## src/inc/lsc_defines.vh

```
// register map, field positions and reset values of the regulator control bank
// assumes a 16-bit register address and 16-bit data
`ifndef LSC_DEFINES_VH
`define LSC_DEFINES_VH

// register addresses
`define LSC_A_R1_ON        16'h4069
`define LSC_A_R1_SLEEP     16'h406A
`define LSC_A_R2_CTRL      16'h406B
`define LSC_A_R2_ON        16'h406C
`define LSC_A_R2_SLEEP     16'h406D
`define LSC_A_IRQ_STAT     16'h40F0
`define LSC_A_IRQ_MASK     16'h40F1

// common field positions
`define LSC_F_SLOT_HI      15
`define LSC_F_SLOT_LO      13
`define LSC_F_MODE         8
`define LSC_F_VSEL_HI      4
`define LSC_F_VSEL_LO      0

// second regulator control word fields
`define LSC_F_ERR_HI       15
`define LSC_F_ERR_LO       14
`define LSC_F_SRC_HI       12
`define LSC_F_SRC_LO       11
`define LSC_F_VPICK        10
`define LSC_F_HMODE_HI     9
`define LSC_F_HMODE_LO     8
`define LSC_F_FLOAT        7
`define LSC_F_SWITCH       6
`define LSC_F_LPVAR        0

// reset values
`define LSC_RST_SLOT       3'h0
`define LSC_RST_SLP_MODE   1'h1
`define LSC_RST_ON_MODE    1'h0
`define LSC_RST_VSEL       5'h00
`define LSC_RST_ERR        2'h0
`define LSC_RST_SRC        2'h0
`define LSC_RST_VPICK      1'h0
`define LSC_RST_HMODE      2'h2
`define LSC_RST_BIT        1'h0
`define LSC_RST_IRQ        2'h0

// encodings
`define LSC_SLOT_TRANS5    3'h0
`define LSC_SLOT_TRANS3    3'h6
`define LSC_SLOT_TRANS1    3'h7
`define LSC_SLOT_HWEN1     3'h6
`define LSC_SLOT_HWEN2     3'h7
`define LSC_ERR_IGNORE     2'h0
`define LSC_ERR_REG_OFF    2'h1
`define LSC_ERR_SYS_RESET  2'h2
`define LSC_ERR_RESERVED   2'h3
`define LSC_SRC_NONE       2'h0
`define LSC_SRC_HCTL1      2'h1
`define LSC_SRC_HCTL2      2'h2
`define LSC_SRC_EITHER     2'h3
`define LSC_HMODE_OFF      2'h1
`define LSC_HMODE_FOLLOW   2'h3

// interrupt status bits
`define LSC_IRQ_UV         0
`define LSC_IRQ_SLEEP      1
`define LSC_F_IRQ_HI       1
`define LSC_F_IRQ_LO       0

// voltage code table, millivolts
`define LSC_V_FINE_MAX     5'h0E
`define LSC_V_COARSE_MIN   5'h0F
`define LSC_V_FINE_BASE    12'h384
`define LSC_V_FINE_STEP    12'h032
`define LSC_V_COARSE_BASE  12'h6A4
`define LSC_V_COARSE_STEP  12'h064

`endif

```

## src/verilog/lsc_regs.v

```verilog
// control registers for two linear regulators: sleep entry of the first,
// general control of the second, with undervoltage handling and interrupt
// assumes the sequencer, hardware control inputs and fault are synchronous
`timescale 1ns/100ps
`include "lsc_defines.vh"

// Operation
// - slot codes 000/110/111 transition in 5/3/1
// - codes 001..101 disable in slots 5..1
// - hardware-enabled regulator: those codes enter sleep
// - bit 8 sleep mode, resets to low power
// - codes 00h..0Eh give 0.90..1.60 V
// - codes 0Fh..1Fh give 1.70..3.30 V
// - error action: ignore, regulator off, system reset
// - undervoltage always sets its status bit; it raises the interrupt only when mask bit 0 is set
// - hardware control source: none, 1, 2, either
// - hardware control picks on or sleep voltage
// - hardware mode: low power, off, follow
// - bit 7: discharge or float when disabled
// - bit 0: 50 mA or 20 mA low power
// - on slot 110/111 means hardware enable
// - on mode bit: normal or low power
module lsc_regs (
   input  wire        CLK_I,
   input  wire        RST_B_I,
   input  wire [15:0] ADDR_I,
   input  wire [15:0] WDATA_I,
   input  wire        WR_I,
   input  wire        RD_I,
   output reg  [15:0] RDATA_O,
   input  wire        SLP_SEQ_I,
   input  wire        SLOT_STB_I,
   input  wire [2:0]  SLOT_NUM_I,
   input  wire        HCTL1_I,
   input  wire        HCTL2_I,
   input  wire        UV_FAULT_I,
   output reg         REG1_SLP_APPLY_O,
   output reg         REG1_SLP_OFF_O,
   output reg         REG1_SLP_LP_O,
   output wire [11:0] REG1_SLP_MV_O,
   output reg         REG2_HCTL_ACT_O,
   output reg         REG2_OFF_O,
   output reg         REG2_LP_O,
   output reg         REG2_LP20_O,
   output reg         REG2_FLOAT_O,
   output reg         REG2_SWITCH_O,
   output wire [11:0] REG2_MV_O,
   output reg         SYS_RST_REQ_O,
   output wire        IRQ_O
);

   // register fields
   reg  [2:0] r1_on_slot_r;
   reg        r1_on_mode_r;
   reg  [2:0] r1_slp_slot_r;
   reg        r1_slp_mode_r;
   reg  [4:0] r1_slp_vsel_r;
   reg  [1:0] r2_err_r;
   reg  [1:0] r2_src_r;
   reg        r2_vpick_r;
   reg  [1:0] r2_hmode_r;
   reg        r2_float_r;
   reg        r2_switch_r;
   reg        r2_lpvar_r;
   reg        r2_on_mode_r;
   reg  [4:0] r2_on_vsel_r;
   reg  [4:0] r2_slp_vsel_r;
   reg  [1:0] irq_stat_r;
   reg  [1:0] irq_mask_r;
   reg        uv_prev_r;
   reg        uv_latch_r;

   reg  [15:0] rdata_nxt;
   reg  [1:0]  irq_set;
   reg         r1_hw_en;
   reg         r1_slot_hit;
   reg         r1_trans_code;
   reg         hctl_act;
   reg  [4:0]  r2_vsel_pick;

   wire wr_r1_on   = WR_I & (ADDR_I == `LSC_A_R1_ON);
   wire wr_r1_slp  = WR_I & (ADDR_I == `LSC_A_R1_SLEEP);
   wire wr_r2_ctl  = WR_I & (ADDR_I == `LSC_A_R2_CTRL);
   wire wr_r2_on   = WR_I & (ADDR_I == `LSC_A_R2_ON);
   wire wr_r2_slp  = WR_I & (ADDR_I == `LSC_A_R2_SLEEP);
   wire wr_mask    = WR_I & (ADDR_I == `LSC_A_IRQ_MASK);
   wire rd_stat    = RD_I & (ADDR_I == `LSC_A_IRQ_STAT);
   wire uv_rise    = UV_FAULT_I & ~uv_prev_r;

   // sleep slot code to the timeslot it acts in
   function [2:0] slot_of;
      input [2:0] code;
      begin
         case (code)
            3'h0:    slot_of = 3'h5;
            3'h1:    slot_of = 3'h5;
            3'h2:    slot_of = 3'h4;
            3'h3:    slot_of = 3'h3;
            3'h4:    slot_of = 3'h2;
            3'h5:    slot_of = 3'h1;
            3'h6:    slot_of = 3'h3;
            default: slot_of = 3'h1;
         endcase
      end
   endfunction

   // is the hardware control source currently asserted
   function hctl_on;
      input [1:0] src;
      input       h1;
      input       h2;
      begin
         case (src)
            `LSC_SRC_HCTL1:  hctl_on = h1;
            `LSC_SRC_HCTL2:  hctl_on = h2;
            `LSC_SRC_EITHER: hctl_on = h1 | h2;
            default:         hctl_on = 1'b0;
         endcase
      end
   endfunction

   // sleep slot decision for the first regulator
   always @* begin
      r1_hw_en      = (r1_on_slot_r == `LSC_SLOT_HWEN1) |
                      (r1_on_slot_r == `LSC_SLOT_HWEN2);
      r1_trans_code = (r1_slp_slot_r == `LSC_SLOT_TRANS5) |
                      (r1_slp_slot_r == `LSC_SLOT_TRANS3) |
                      (r1_slp_slot_r == `LSC_SLOT_TRANS1);
      r1_slot_hit   = SLP_SEQ_I & SLOT_STB_I &
                      (SLOT_NUM_I == slot_of(r1_slp_slot_r));
   end

   // second regulator selection under hardware control
   always @* begin
      hctl_act     = hctl_on(r2_src_r, HCTL1_I, HCTL2_I);
      r2_vsel_pick = (hctl_act & r2_vpick_r) ? r2_slp_vsel_r
                                            : r2_on_vsel_r;
   end

   // events that set sticky status
   always @* begin
      irq_set                = 2'h0;
      irq_set[`LSC_IRQ_UV]    = uv_rise;
      irq_set[`LSC_IRQ_SLEEP] = r1_slot_hit;
   end

   // register writes; a reserved error action is stored as ignore
   always @(posedge CLK_I or negedge RST_B_I) begin
      if (!RST_B_I) begin
         r1_on_slot_r  <= `LSC_RST_SLOT;
         r1_on_mode_r  <= `LSC_RST_ON_MODE;
         r1_slp_slot_r <= `LSC_RST_SLOT;
         r1_slp_mode_r <= `LSC_RST_SLP_MODE;
         r1_slp_vsel_r <= `LSC_RST_VSEL;
         r2_err_r      <= `LSC_RST_ERR;
         r2_src_r      <= `LSC_RST_SRC;
         r2_vpick_r    <= `LSC_RST_VPICK;
         r2_hmode_r    <= `LSC_RST_HMODE;
         r2_float_r    <= `LSC_RST_BIT;
         r2_switch_r   <= `LSC_RST_BIT;
         r2_lpvar_r    <= `LSC_RST_BIT;
         r2_on_mode_r  <= `LSC_RST_ON_MODE;
         r2_on_vsel_r  <= `LSC_RST_VSEL;
         r2_slp_vsel_r <= `LSC_RST_VSEL;
         irq_mask_r    <= `LSC_RST_IRQ;
      end else begin
         if (wr_r1_on) begin
            r1_on_slot_r <= WDATA_I[`LSC_F_SLOT_HI:`LSC_F_SLOT_LO];
            r1_on_mode_r <= WDATA_I[`LSC_F_MODE];
         end
         if (wr_r1_slp) begin
            r1_slp_slot_r <= WDATA_I[`LSC_F_SLOT_HI:`LSC_F_SLOT_LO];
            r1_slp_mode_r <= WDATA_I[`LSC_F_MODE];
            r1_slp_vsel_r <= WDATA_I[`LSC_F_VSEL_HI:`LSC_F_VSEL_LO];
         end
         if (wr_r2_ctl) begin
            if (WDATA_I[`LSC_F_ERR_HI:`LSC_F_ERR_LO] == `LSC_ERR_RESERVED) begin
               r2_err_r <= `LSC_ERR_IGNORE;
            end else begin
               r2_err_r <= WDATA_I[`LSC_F_ERR_HI:`LSC_F_ERR_LO];
            end
            r2_src_r    <= WDATA_I[`LSC_F_SRC_HI:`LSC_F_SRC_LO];
            r2_vpick_r  <= WDATA_I[`LSC_F_VPICK];
            r2_hmode_r  <= WDATA_I[`LSC_F_HMODE_HI:`LSC_F_HMODE_LO];
            r2_float_r  <= WDATA_I[`LSC_F_FLOAT];
            r2_switch_r <= WDATA_I[`LSC_F_SWITCH];
            r2_lpvar_r  <= WDATA_I[`LSC_F_LPVAR];
         end
         if (wr_r2_on) begin
            r2_on_mode_r <= WDATA_I[`LSC_F_MODE];
            r2_on_vsel_r <= WDATA_I[`LSC_F_VSEL_HI:`LSC_F_VSEL_LO];
         end
         if (wr_r2_slp) begin
            r2_slp_vsel_r <= WDATA_I[`LSC_F_VSEL_HI:`LSC_F_VSEL_LO];
         end
         if (wr_mask) begin
            irq_mask_r <= WDATA_I[`LSC_F_IRQ_HI:`LSC_F_IRQ_LO];
         end
      end
   end

   // read mux; unassigned bits are zero
   always @* begin
      rdata_nxt = 16'h0000;
      case (ADDR_I)
         `LSC_A_R1_ON: begin
            rdata_nxt[`LSC_F_SLOT_HI:`LSC_F_SLOT_LO] = r1_on_slot_r;
            rdata_nxt[`LSC_F_MODE]                 = r1_on_mode_r;
         end
         `LSC_A_R1_SLEEP: begin
            rdata_nxt[`LSC_F_SLOT_HI:`LSC_F_SLOT_LO] = r1_slp_slot_r;
            rdata_nxt[`LSC_F_MODE]                 = r1_slp_mode_r;
            rdata_nxt[`LSC_F_VSEL_HI:`LSC_F_VSEL_LO] = r1_slp_vsel_r;
         end
         `LSC_A_R2_CTRL: begin
            rdata_nxt[`LSC_F_ERR_HI:`LSC_F_ERR_LO]   = r2_err_r;
            rdata_nxt[`LSC_F_SRC_HI:`LSC_F_SRC_LO]   = r2_src_r;
            rdata_nxt[`LSC_F_VPICK]                = r2_vpick_r;
            rdata_nxt[`LSC_F_HMODE_HI:`LSC_F_HMODE_LO] = r2_hmode_r;
            rdata_nxt[`LSC_F_FLOAT]                = r2_float_r;
            rdata_nxt[`LSC_F_SWITCH]               = r2_switch_r;
            rdata_nxt[`LSC_F_LPVAR]                = r2_lpvar_r;
         end
         `LSC_A_R2_ON: begin
            rdata_nxt[`LSC_F_MODE]                 = r2_on_mode_r;
            rdata_nxt[`LSC_F_VSEL_HI:`LSC_F_VSEL_LO] = r2_on_vsel_r;
         end
         `LSC_A_R2_SLEEP: begin
            rdata_nxt[`LSC_F_VSEL_HI:`LSC_F_VSEL_LO] = r2_slp_vsel_r;
         end
         `LSC_A_IRQ_STAT: rdata_nxt[`LSC_F_IRQ_HI:`LSC_F_IRQ_LO] = irq_stat_r;
         `LSC_A_IRQ_MASK: rdata_nxt[`LSC_F_IRQ_HI:`LSC_F_IRQ_LO] = irq_mask_r;
         default:         rdata_nxt = 16'h0000;
      endcase
   end

   // read data one cycle after the strobe, zero otherwise
   always @(posedge CLK_I or negedge RST_B_I) begin
      if (!RST_B_I) begin
         RDATA_O <= 16'h0000;
      end else begin
         RDATA_O <= RD_I ? rdata_nxt : 16'h0000;
      end
   end

   // sticky status: a new event wins over the clear-on-read
   always @(posedge CLK_I or negedge RST_B_I) begin
      if (!RST_B_I) begin
         irq_stat_r <= `LSC_RST_IRQ;
      end else if (rd_stat) begin
         irq_stat_r <= irq_set;
      end else begin
         irq_stat_r <= irq_stat_r | irq_set;
      end
   end

   assign IRQ_O = |(irq_stat_r & irq_mask_r);

   // undervoltage action; the regulator stays off until its control is rewritten
   always @(posedge CLK_I or negedge RST_B_I) begin
      if (!RST_B_I) begin
         uv_prev_r     <= 1'b0;
         uv_latch_r    <= 1'b0;
         SYS_RST_REQ_O <= 1'b0;
      end else begin
         uv_prev_r     <= UV_FAULT_I;
         SYS_RST_REQ_O <= uv_rise & (r2_err_r == `LSC_ERR_SYS_RESET);
         if (uv_rise & (r2_err_r == `LSC_ERR_REG_OFF)) begin
            uv_latch_r <= 1'b1;
         end else if (wr_r2_ctl) begin
            uv_latch_r <= 1'b0;
         end
      end
   end

   // first regulator sleep actions, one-cycle pulses at the matching slot
   always @(posedge CLK_I or negedge RST_B_I) begin
      if (!RST_B_I) begin
         REG1_SLP_APPLY_O <= 1'b0;
         REG1_SLP_OFF_O   <= 1'b0;
         REG1_SLP_LP_O    <= `LSC_RST_SLP_MODE;
      end else begin
         REG1_SLP_APPLY_O <= r1_slot_hit & (r1_trans_code | r1_hw_en);
         REG1_SLP_OFF_O   <= r1_slot_hit & ~r1_trans_code & ~r1_hw_en;
         REG1_SLP_LP_O    <= r1_slp_mode_r;
      end
   end

   // second regulator operating state
   always @(posedge CLK_I or negedge RST_B_I) begin
      if (!RST_B_I) begin
         REG2_HCTL_ACT_O <= 1'b0;
         REG2_OFF_O     <= 1'b0;
         REG2_LP_O      <= 1'b0;
         REG2_LP20_O    <= 1'b0;
         REG2_FLOAT_O   <= 1'b0;
         REG2_SWITCH_O  <= 1'b0;
      end else begin
         REG2_HCTL_ACT_O <= hctl_act;
         REG2_OFF_O     <= uv_latch_r |
                           (hctl_act & (r2_hmode_r == `LSC_HMODE_OFF));
         if (hctl_act) begin
            REG2_LP_O   <= (r2_hmode_r == `LSC_HMODE_FOLLOW) ? r2_on_mode_r
                                                             : 1'b1;
            REG2_LP20_O <= r2_lpvar_r &
                           ((r2_hmode_r == `LSC_HMODE_FOLLOW) ? r2_on_mode_r
                                                              : 1'b1);
         end else begin
            REG2_LP_O   <= r2_on_mode_r;
            REG2_LP20_O <= r2_lpvar_r & r2_on_mode_r;
         end
         REG2_FLOAT_O   <= r2_float_r;
         REG2_SWITCH_O  <= r2_switch_r;
      end
   end

   // voltage decoders, registered
   lsc_vdec u_vdec_r1 (
      .clk_i   (CLK_I),
      .rst_b_i (RST_B_I),
      .code_i  (r1_slp_vsel_r),
      .mv_o    (REG1_SLP_MV_O)
   );

   lsc_vdec u_vdec_r2 (
      .clk_i   (CLK_I),
      .rst_b_i (RST_B_I),
      .code_i  (r2_vsel_pick),
      .mv_o    (REG2_MV_O)
   );

endmodule

```

## src/verilog/lsc_vdec.v

```verilog
// voltage code to millivolt decoder, registered output
// assumes codes are stable for a cycle; result follows one clock later
`timescale 1ns/100ps
`include "lsc_defines.vh"

module lsc_vdec (
   input  wire        clk_i,
   input  wire        rst_b_i,
   input  wire [4:0]  code_i,
   output reg  [11:0] mv_o
);

   reg  [11:0] mv_nxt;
   wire [11:0] code_w = {7'h00, code_i};

   // two linear segments: fine steps below, coarse steps above
   always @* begin
      if (code_i <= `LSC_V_FINE_MAX) begin
         mv_nxt = `LSC_V_FINE_BASE + code_w * `LSC_V_FINE_STEP;
      end else begin
         mv_nxt = `LSC_V_COARSE_BASE
                + (code_w - {7'h00, `LSC_V_COARSE_MIN}) * `LSC_V_COARSE_STEP;
      end
   end

   always @(posedge clk_i or negedge rst_b_i) begin
      if (!rst_b_i) begin
         mv_o <= `LSC_V_FINE_BASE;
      end else begin
         mv_o <= mv_nxt;
      end
   end

endmodule
```

## config.mk

```make
export PLATFORM = sky130hd
export DESIGN_NAME = lsc_regs
export DESIGN_NICKNAME = d
export VERILOG_FILES = /design/src/verilog/lsc_regs.v /design/src/verilog/lsc_vdec.v
export VERILOG_INCLUDE_DIRS = /design/src /design/src/inc
export SDC_FILE = /design/constraint.sdc
export NUM_CORES = 1
export LEC_CHECK = 0
export BUFFER_PORTS_ARGS = -buffer_cell sky130_fd_sc_hd__buf_2
export CAP_MARGIN = 20
export CORE_UTILIZATION = 58
export CTS_BUF_LIST = sky130_fd_sc_hd__clkbuf_8 sky130_fd_sc_hd__clkbuf_16
export CTS_CLUSTER_DIAMETER = 200
export CTS_CLUSTER_SIZE = 12
export DETAILED_ROUTE_END_ITERATION = 8
export GPL_TIMING_DRIVEN = 0
export PLACE_DENSITY = 0.81
export SETUP_SLACK_MARGIN = 0.1
export SYNTH_ARGS = -nofsm -noshare
export SYNTH_HDL_FRONTEND = slang
export SYNTH_SLANG_ARGS = --single-unit
```

## constraint.sdc

```tcl
create_clock -name CLK_I -period 5.86 [get_ports CLK_I]
set_clock_uncertainty 0.2 [all_clocks]
set_input_delay 0.879 -clock CLK_I [delete_from_list [all_inputs] [get_ports CLK_I]]
set_output_delay 0.879 -clock CLK_I [all_outputs]
set_load 0.1 [all_outputs]
```

==> reports/results.ini, run 1 <==
[sta]
max_freq_mhz=183
period_share_pct=93.2
relSlewSlack_pct=33.9
tightest_slew_ns=0.987
hold_viol=0
tns_ns=0
setup_viol=0
report.final.slew_viol_count=0
fin_crit_ns=5.46
rsz0062_at_grt=false

[worst_setup_path]
ff2ff_path_depth=19
cp_data_arrival_time_ns=5.50
crit_chain=buf_2 > a22oi_4 > inv_4 > nand2_8 > mux2i_4 > inv_1 > ha_1 > or3b_2 > a211oi_1 > a311oi_2 > inv_1 > ha_1 > fa_1 > ha_1 > a21oi_1 > xor2_1 > nand2_1 > a211oi_2 > xnor2_1 > mux2i_1
cp.required_ns=5.90
cp_num_buf_inv=4
rrSetupSlack_ns=0.61
crit_path_end_kind=flip-flop
r2r_start=hctl_on.src[0]
timing_worst_setup_path_type=in -> reg
rr_endpoint=u_vdec_r2.mv_o[11]
cp.depth=20
path_delay_family=adder cells
critPathLaunchType=input port
crit_path_frequent_cell=ha_1
cp_max_fo=9
slowest_delay_ns=0.49
worst_path_max_delay_cell=or3b_2

[place]
gp_congestion=0.872
port_buffers=89
hpwl_um=10200

[die]
die_w_um=105
initial_core_util_pct=59.6
dieArea_um2=11000
num_rows=37
top_level_ports=95
die_height_um=105
core_um2=10300

[pwr]
leakagePower_uw=0.00366
power.density_nw_per_um2=154
vdd_drop_max_mv=0.206
fin_total_pwr_uw=1080

[route]
initialDrtViolationCount=317
first_pass_iters=4
wl_per_cell_um=15.5
viasPerCell=5.56
num_vias=4634
routed_wl_um=12900
route.antenna.remaining_nets=0
drc=0

[finish]
utilization_pct=68.1
drive_above_1_share_pct=26.5
antenna_cells=0
synthToLayoutAreaGrowth_pct=14.2
nNetsFinal=813

[logic_synthesis]
synthArstFlopShare_pct=100
yosys_warnings=0
synthFlopType=dfrtp_1
synth_area_per_cell_um2=10.4
syn_inst=590
synth_seq_area_share_pct=35.8
yosys_register_bits=87
synth_edf_count=0
synth_area_um2=6120
ys_types=72

[job]
max_cap_violations=0

[global_routing]
grt_overflow=0
grt_max_degree=65
grt_use_total_pct=24.8
grt_pass1_vias=4590
grt_pass1_wl_um=21700
antenna_found_initial=0

[clocking]
clk_pin_slew_ns=0.10
post_cts_buffers=0
ctsHtreeMaxLevel=3
numCtsBuffers=9
clk_path_buf_depth=2
clkSinkCount=87
cts_root_buffer=clkbuf_8
clk_latency_ns=0.37
cts_tree=built

[min_path]
hp-class=reg -> reg
whs_path_depth=0
worstHoldEndpoint=REG1_SLP_LP_O
hp-start=r1_slp_mode_r

[outcome]
status=finished, final reports clean

[cells in the final DEF, fill, tap and decap left out, types with 3 or more instances in the layout]
| master | Yosys | routed |
|---|---|---|
| nand2_1 | 42 | 42 |
| and2_1 | 14 | 14 |
| xor2_1 | 20 | 20 |
| mux2_4 | 6 | 6 |
| nand3b_1 | 4 | 4 |
| clkbuf_1 | 7 | 7 |
| and3_1 | 6 | 6 |
| dfrtp_1 | 76 | 76 |
| dfstp_2 | 11 | 11 |
| o31ai_1 | 4 | 4 |
| nor3_1 | 7 | 7 |
| nor2_1 | 33 | 33 |
| mux2_2 | 34 | 34 |
| mux2i_1 | 12 | 11 |
| buf_2 | 4 | 92 |
| fa_1 | 12 | 12 |
| a21o_1 | 6 | 6 |
| o21ai_0 | 20 | 20 |
| inv_6 | 0 | 3 |
| a222oi_1 | 5 | 5 |
| ha_1 | 64 | 64 |
| buf_4 | 3 | 4 |
| nand2b_1 | 9 | 9 |
| inv_1 | 53 | 53 |
| nand3_1 | 8 | 8 |
| nor2b_1 | 8 | 8 |
| xnor2_1 | 39 | 39 |
| a31oi_1 | 4 | 4 |
| nor3b_1 | 3 | 3 |
| conb_1 | 1 | 3 |
| a21oi_1 | 26 | 26 |
| clkbuf_8 | 0 | 9 |
[stage by stage]
stage	hold WS (ns)	area, µm²	setup WS [ns]	cells
after CTS	0.183	6970	0.190	834
after floorplan	0.159	6130	0.629	592
after detailed placement	0.168	6780	-0.199	818
final	0.185	7000	0.399	834
after global routing	0.189	7000	0.168	834
after global placement	0.165	6750	-0.139	817
[worst reg2reg max path: cells and delay by family (launching register included)]
kind | cells | cell delay, ns
AND/OR/NAND/NOR | 3 | 0.76
adder cells (fa/ha/maj) | 4 | 1.42
XOR/XNOR | 2 | 0.40
AO/OA/AOI/OAI | 5 | 1.09
flip-flops | 1 | 0.43
multiplexers | 2 | 0.45
buffers and inverters | 3 | 0.37
[kinds of logic (layout without fill, tap and decap cells)]
| family | count (synthesis) | in the layout | share of synthesized area [%] |
|---|---|---|---|
| other | 1 | 3 | 0.0612 |
| AO/OA/AOI/OAI | 92 | 92 | 10.4 |
| AND/OR/NAND/NOR | 152 | 152 | 13.6 |
| XOR/XNOR | 60 | 60 | 8.80 |
| adder cells (fa/ha/maj) | 76 | 76 | 17.0 |
| multiplexers | 53 | 53 | 9.91 |
| buffers and inverters | 69 | 175 | 4.54 |
| flip-flops | 87 | 87 | 35.8 |
[worst max-delay path by stage]
stage / from / end / slack (ns)
detailed placement: HCTL1_I / u_vdec_r2.mv_o[11] / -0.20
CTS: HCTL1_I / u_vdec_r2.mv_o[11] / 0.19
global placement: HCTL1_I / u_vdec_r2.mv_o[11] / -0.14
finish: HCTL1_I / u_vdec_r2.mv_o[11] / 0.40
global route: HCTL1_I / u_vdec_r2.mv_o[11] / 0.17
floorplan: HCTL1_I / u_vdec_r2.mv_o[11] / 0.63
[flip-flops by register name (all words and copies together) (netlist names), 2 cells and up]
register	cells
irq_stat_r	2
u_vdec_r1.mv_o	11
r2_on_vsel_r	5
RDATA_O	15
irq_mask_r	2
u_vdec_r2.mv_o	11
hctl_on.src	2
r2_slp_vsel_r	5
r2_hmode_r	2
r1_on_slot_r	3
r2_err_r	2
r1_slp_slot_r	3
r1_slp_vsel_r	5
[routing by layer]
| layer | GRT usage [%] | part of all wire [%] |
|---|---|---|
| met4 | 6.64 | 1.3 |
| met2 | 43.1 | 52 |
| met5 | 0 | 0 |
| met3 | 3.93 | 3.9 |
| met1 | 32.1 | 42 |
[power breakdown]
| part | switching [µW] | internal (µW) |
|---|---|---|
| Combinational | 39.1 | 20.8 |
| Clock | 244 | 168 |
| Sequential | 1.58 | 602 |
| Total | 285 | 791 |
[final cells by class]
type | count | area (µm²)
sequential | 87 | 2190
clock inverter | 7 | 72.6
clock buffer | 9 | 124
buffer | 14 | 68.8
timing repair buffer | 90 | 475
inverter | 55 | 209
tap | 136 | 170
fill | 832 | 3280
multi-input combinational | 436 | 3680
[timing repair]
| action | 4_1_cts | 5_1_grt |
|---|---|---|
| hold endpoints to repair | 0 | 0 |
| resized for setup | 0 | 3 |
| setup endpoints to repair | 0 | 3 |
| hold buffers | 0 | 0 |
[synthesized netlist by cell type (all sizes together) (2+ instances only)]
cell / number / area [µm²]
a211oi: 3 / 27.5
a21boi: 3 / 22.5
a21o: 6 / 45.0
a21oi: 26 / 130
a222oi: 5 / 50.1
a22oi: 3 / 36.3
a311oi: 2 / 30.0
a31oi: 4 / 25.0
and2: 15 / 93.8
and3: 6 / 37.5
buf: 7 / 42.5
clkbuf: 7 / 26.3
dfrtp: 76 / 1900
dfstp: 11 / 289
fa: 12 / 240
ha: 64 / 801
inv: 55 / 209
mux2: 40 / 473
mux2i: 13 / 134
nand2: 45 / 195
nand2b: 9 / 56.3
nand3: 8 / 40.0
nand3b: 4 / 30.0
nor2: 33 / 124
nor2b: 8 / 50.1
nor3: 7 / 35.0
nor3b: 4 / 41.3
nor4b: 2 / 23.8
o21ai: 22 / 110
o22ai: 2 / 18.8
o31ai: 4 / 30.0
or3b: 2 / 17.5
or4b: 2 / 20.0
xnor2: 39 / 342
xor2: 20 / 175
No activity file was read; power rests on OpenSTA's default activity.
==> run 2: changes to the inputs <==
--- a/config.mk
+++ b/config.mk
@@ -15,7 +15,9 @@
 export DETAILED_ROUTE_END_ITERATION = 8
 export GPL_TIMING_DRIVEN = 0
 export PLACE_DENSITY = 0.81
+export REMOVE_ABC_BUFFERS = 1
 export SETUP_SLACK_MARGIN = 0.1
 export SYNTH_ARGS = -nofsm -noshare
 export SYNTH_HDL_FRONTEND = slang
+export SYNTH_HIERARCHICAL = 1
 export SYNTH_SLANG_ARGS = --single-unit
==> run 2 against run 1 <==
  * Hold slack improved by 0.0015 ns
  * Critical path type unchanged
  * Largest cell class unchanged
  * Highest routed layer unchanged
  * Combinational power increased by 14%
  * Sequential share of layout area up 0.99 points
==> reports/results.ini, run 2 <==
[worst_setup_path]
rrSetupSlack_ns=0.71  ; +0.10 ns
cp_data_arrival_time_ns=5.40  ; -0.10 ns
critPathLaunchType=input port
cp_max_fo=10  ; +1
cp.required_ns=5.96  ; +0.06 ns
crit_path_end_kind=flip-flop
timing_worst_setup_path_type=in -> reg

[route]
initialDrtViolationCount=274  ; -14%
viasPerCell=5.83  ; +4.9%
route.antenna.remaining_nets=0  ; unchanged
num_vias=4715  ; +1.7%
first_pass_iters=5  ; +1
drc=0  ; unchanged
routed_wl_um=13700  ; +5.5%
wl_per_cell_um=16.9  ; +8.8%

[clocking]
post_cts_resized=0  ; unchanged
post_cts_buffers=0  ; unchanged
clk_latency_ns=0.37  ; about the same
ctsHtreeMaxLevel=3  ; unchanged
cts_hold_buf=0  ; unchanged
cts_tree=built
numCtsBuffers=9  ; unchanged
clk_pin_slew_ns=0.10  ; about the same
cts_root_buffer=clkbuf_8
clkSinkCount=87  ; unchanged
clk_path_buf_depth=2  ; unchanged

[finish]
top_register=RDATA_O
nNetsFinal=791  ; -2.7%
final_common_cell=buf_2
largest_reg_flops=15  ; unchanged
postLayoutCellArea_um2=6780  ; -3.1%
reg_top3=RDATA_O x15, u_vdec_r1/mv_o x11, u_vdec_r2/mv_o x11
synthToLayoutAreaGrowth_pct=12.1
antenna_cells=0  ; unchanged
most-common-layout-cells=buf_2, dfrtp_1, ha_1
drive_above_1_share_pct=26.3  ; -0.17 points

[sta]
setup_viol=0  ; unchanged
relSlewSlack_pct=47.3  ; +13 points
report.final.slew_viol_count=0  ; unchanged
period_share_pct=90.5  ; -2.7 points
tightest_slew_ns=0.789  ; -0.199 ns
max_freq_mhz=189  ; +3.0%
tns_ns=0  ; unchanged
hold_viol=0  ; unchanged
rsz0062_at_grt=false
fin_crit_ns=5.30  ; -0.158 ns

[place]
hpwl_um=10500  ; +2.6%
place_area_um2=6580  ; -2.9%
port_buffers=90  ; +1.1%
gp_congestion=0.887  ; +1.7%

[logic_synthesis]
synth_edf_count=0  ; unchanged
synth_seq_area_share_pct=36.2  ; +0.46 points
ys_top_cells_by_count=dfrtp_1, ha_1, inv_1, nand2_1, mux2_2
yosys_register_bits=87  ; unchanged
ys_types=69  ; -4.2%
synth_area_um2=6050  ; -1.3%
yosys-top-cells-area=dfrtp_1, ha_1, mux2_2
synth_top_area_share_pct=31.5  ; +0.40 points
synthFlopType=dfrtp_1
synth_top_area_cell=dfrtp_1
yosys_warnings=6  ; +6
yosysMostFrequentCell=dfrtp_1
synth_area_per_cell_um2=10.3  ; -0.93%
syn_inst=588  ; -0.34%
synthArstFlopShare_pct=100  ; unchanged

[min_path]
hp-class=reg -> reg

[die]
initial_core_util_pct=60.7  ; +1.2 points
die_w_um=104  ; -0.63%
dieArea_um2=10800  ; -1.2%
core_um2=9950  ; -3.1%
die_height_um=104  ; -0.63%
top_level_ports=95  ; unchanged
num_rows=36  ; -2.7%

[pwr]
vdd_drop_max_mv=0.113  ; -45%
fin_total_pwr_uw=1090  ; +1.1%
internal_power_uw=791  ; about the same
power.density_nw_per_um2=160  ; +4.3%
leakagePower_uw=0.00348  ; -4.9%
p_clk_share_pct=38.1  ; -0.2 points
switching_share_pct=27.3  ; +0.79 points
seqPwrFrac_pct=55.6  ; -0.5 points
p_sw_uw=297  ; +4.1%
p_comb_share_pct=6.3  ; +0.7 points

[global_routing]
grt_use_total_pct=26.3  ; +1.6 points
grt_pass1_vias=4823  ; +5.1%
grt_pass1_wl_um=22700  ; +4.7%
grt_max_degree=47  ; -28%
grt_overflow=0  ; unchanged
antenna_found_initial=0  ; unchanged

[outcome]
status=finished, final reports clean

[job]
max_cap_violations=0  ; unchanged

[run 2: cell types whose count changed in the layout (fill, tap and decap cells not counted), moves of 5 or more]
cell      before  now
mux2_4         6    0
or3_1          0    5
a222oi_1       5    0
and2_1        14    4
mux2_2        34   42
and3_1         6    0
nand4_1        1    9
inv_1         53   45
clkbuf_1       7    0
a21oi_1       26   16
[run 2: cells by family (layout without fill, tap and decap cells)]
kind of cell	count (synthesis)	in the layout	synth area share, %
AND/OR/NAND/NOR	160	160	14.1
AO/OA/AOI/OAI	90	90	9.95
flip-flops	87	87	36.2
adder cells (fa/ha/maj)	76	76	17.2
buffers and inverters	66	154	4.61
XOR/XNOR	55	55	8.42
multiplexers	51	51	9.31
other	3	3	0.186
[run 2: layout make-up]
class	count	area (µm²)
well taps	133	166
clock buffers	9	124
multi-input cells	435	3580
repair buffers	91	473
fillers	740	3170
clock inverters	7	72.6
flip-flops and latches	87	2190
inverters	47	176
[run 2: worst max-delay path: stages]
cell	delay, ns
buf_2	0.10
a22o_1	0.28
nand2_1	0.24
mux2_2	0.38
ha_1	0.27
nand2_1	0.10
xnor2_1	0.38
ha_1	0.33
ha_1	0.29
inv_1	0.05
fa_1	0.51
inv_1	0.05
ha_1	0.32
nor2_1	0.05
a21oi_1	0.16
xor2_1	0.36
a211oi_2	0.10
xnor3_1	0.37
a21oi_1	0.17
[run 2: through the flow]
stage	worst slack, ns	utilization [%]	std cells	hold slack, ns
2_1_floorplan	0.926	-	569	0.160
3_3_place_gp	0.299	65.9	792	0.166
3_5_place_dp	0.242	66.1	793	0.169
4_1_cts	0.590	68.1	809	0.184
5_1_grt	0.306	68.1	809	0.191
6_report	0.557	68.1	809	0.186
[run 2: layer usage]
layer / up-vias / share of wire, % / wire, µm / GRT usage (%)
met5: - / 0 / 0 / 0
met4: 0 / 2.1 / 287 / 10.3
met3: 25 / 5.2 / 712 / 4.32
met2: 165 / 51 / 6970 / 46.2
met1: 2303 / 42 / 5680 / 32.4
li1: 2222 / - / - / -
[run 2: power by group through the flow]
| stage | combinational [µW] | clock, µW | sequential, µW |
|---|---|---|---|
| 2_1_floorplan | 22.9 | 0 | 621 |
| 3_5_place_dp | 68.6 | 0 | 616 |
| 3_3_place_gp | 64.3 | 0 | 616 |
| 5_1_grt | 74.9 | 445 | 605 |
| 6_report | 68.2 | 414 | 605 |
| 4_1_cts | 68.8 | 424 | 605 |
[run 2: final timing paths]
check / cells past startpoint / endpoint / startpoint
max in group asynchronous: 2 / u_vdec_r2/mv_o[7] / RST_B_I
min in group asynchronous: 1 / r2_switch_r / RST_B_I
min: 0 / REG1_SLP_LP_O / r1_slp_mode_r
max: 19 / u_vdec_r2/mv_o[11] / HCTL2_I
min reg2reg: 0 / REG1_SLP_LP_O / r1_slp_mode_r
max reg2reg: 18 / u_vdec_r2/mv_o[11] / hctl_on.src[1]
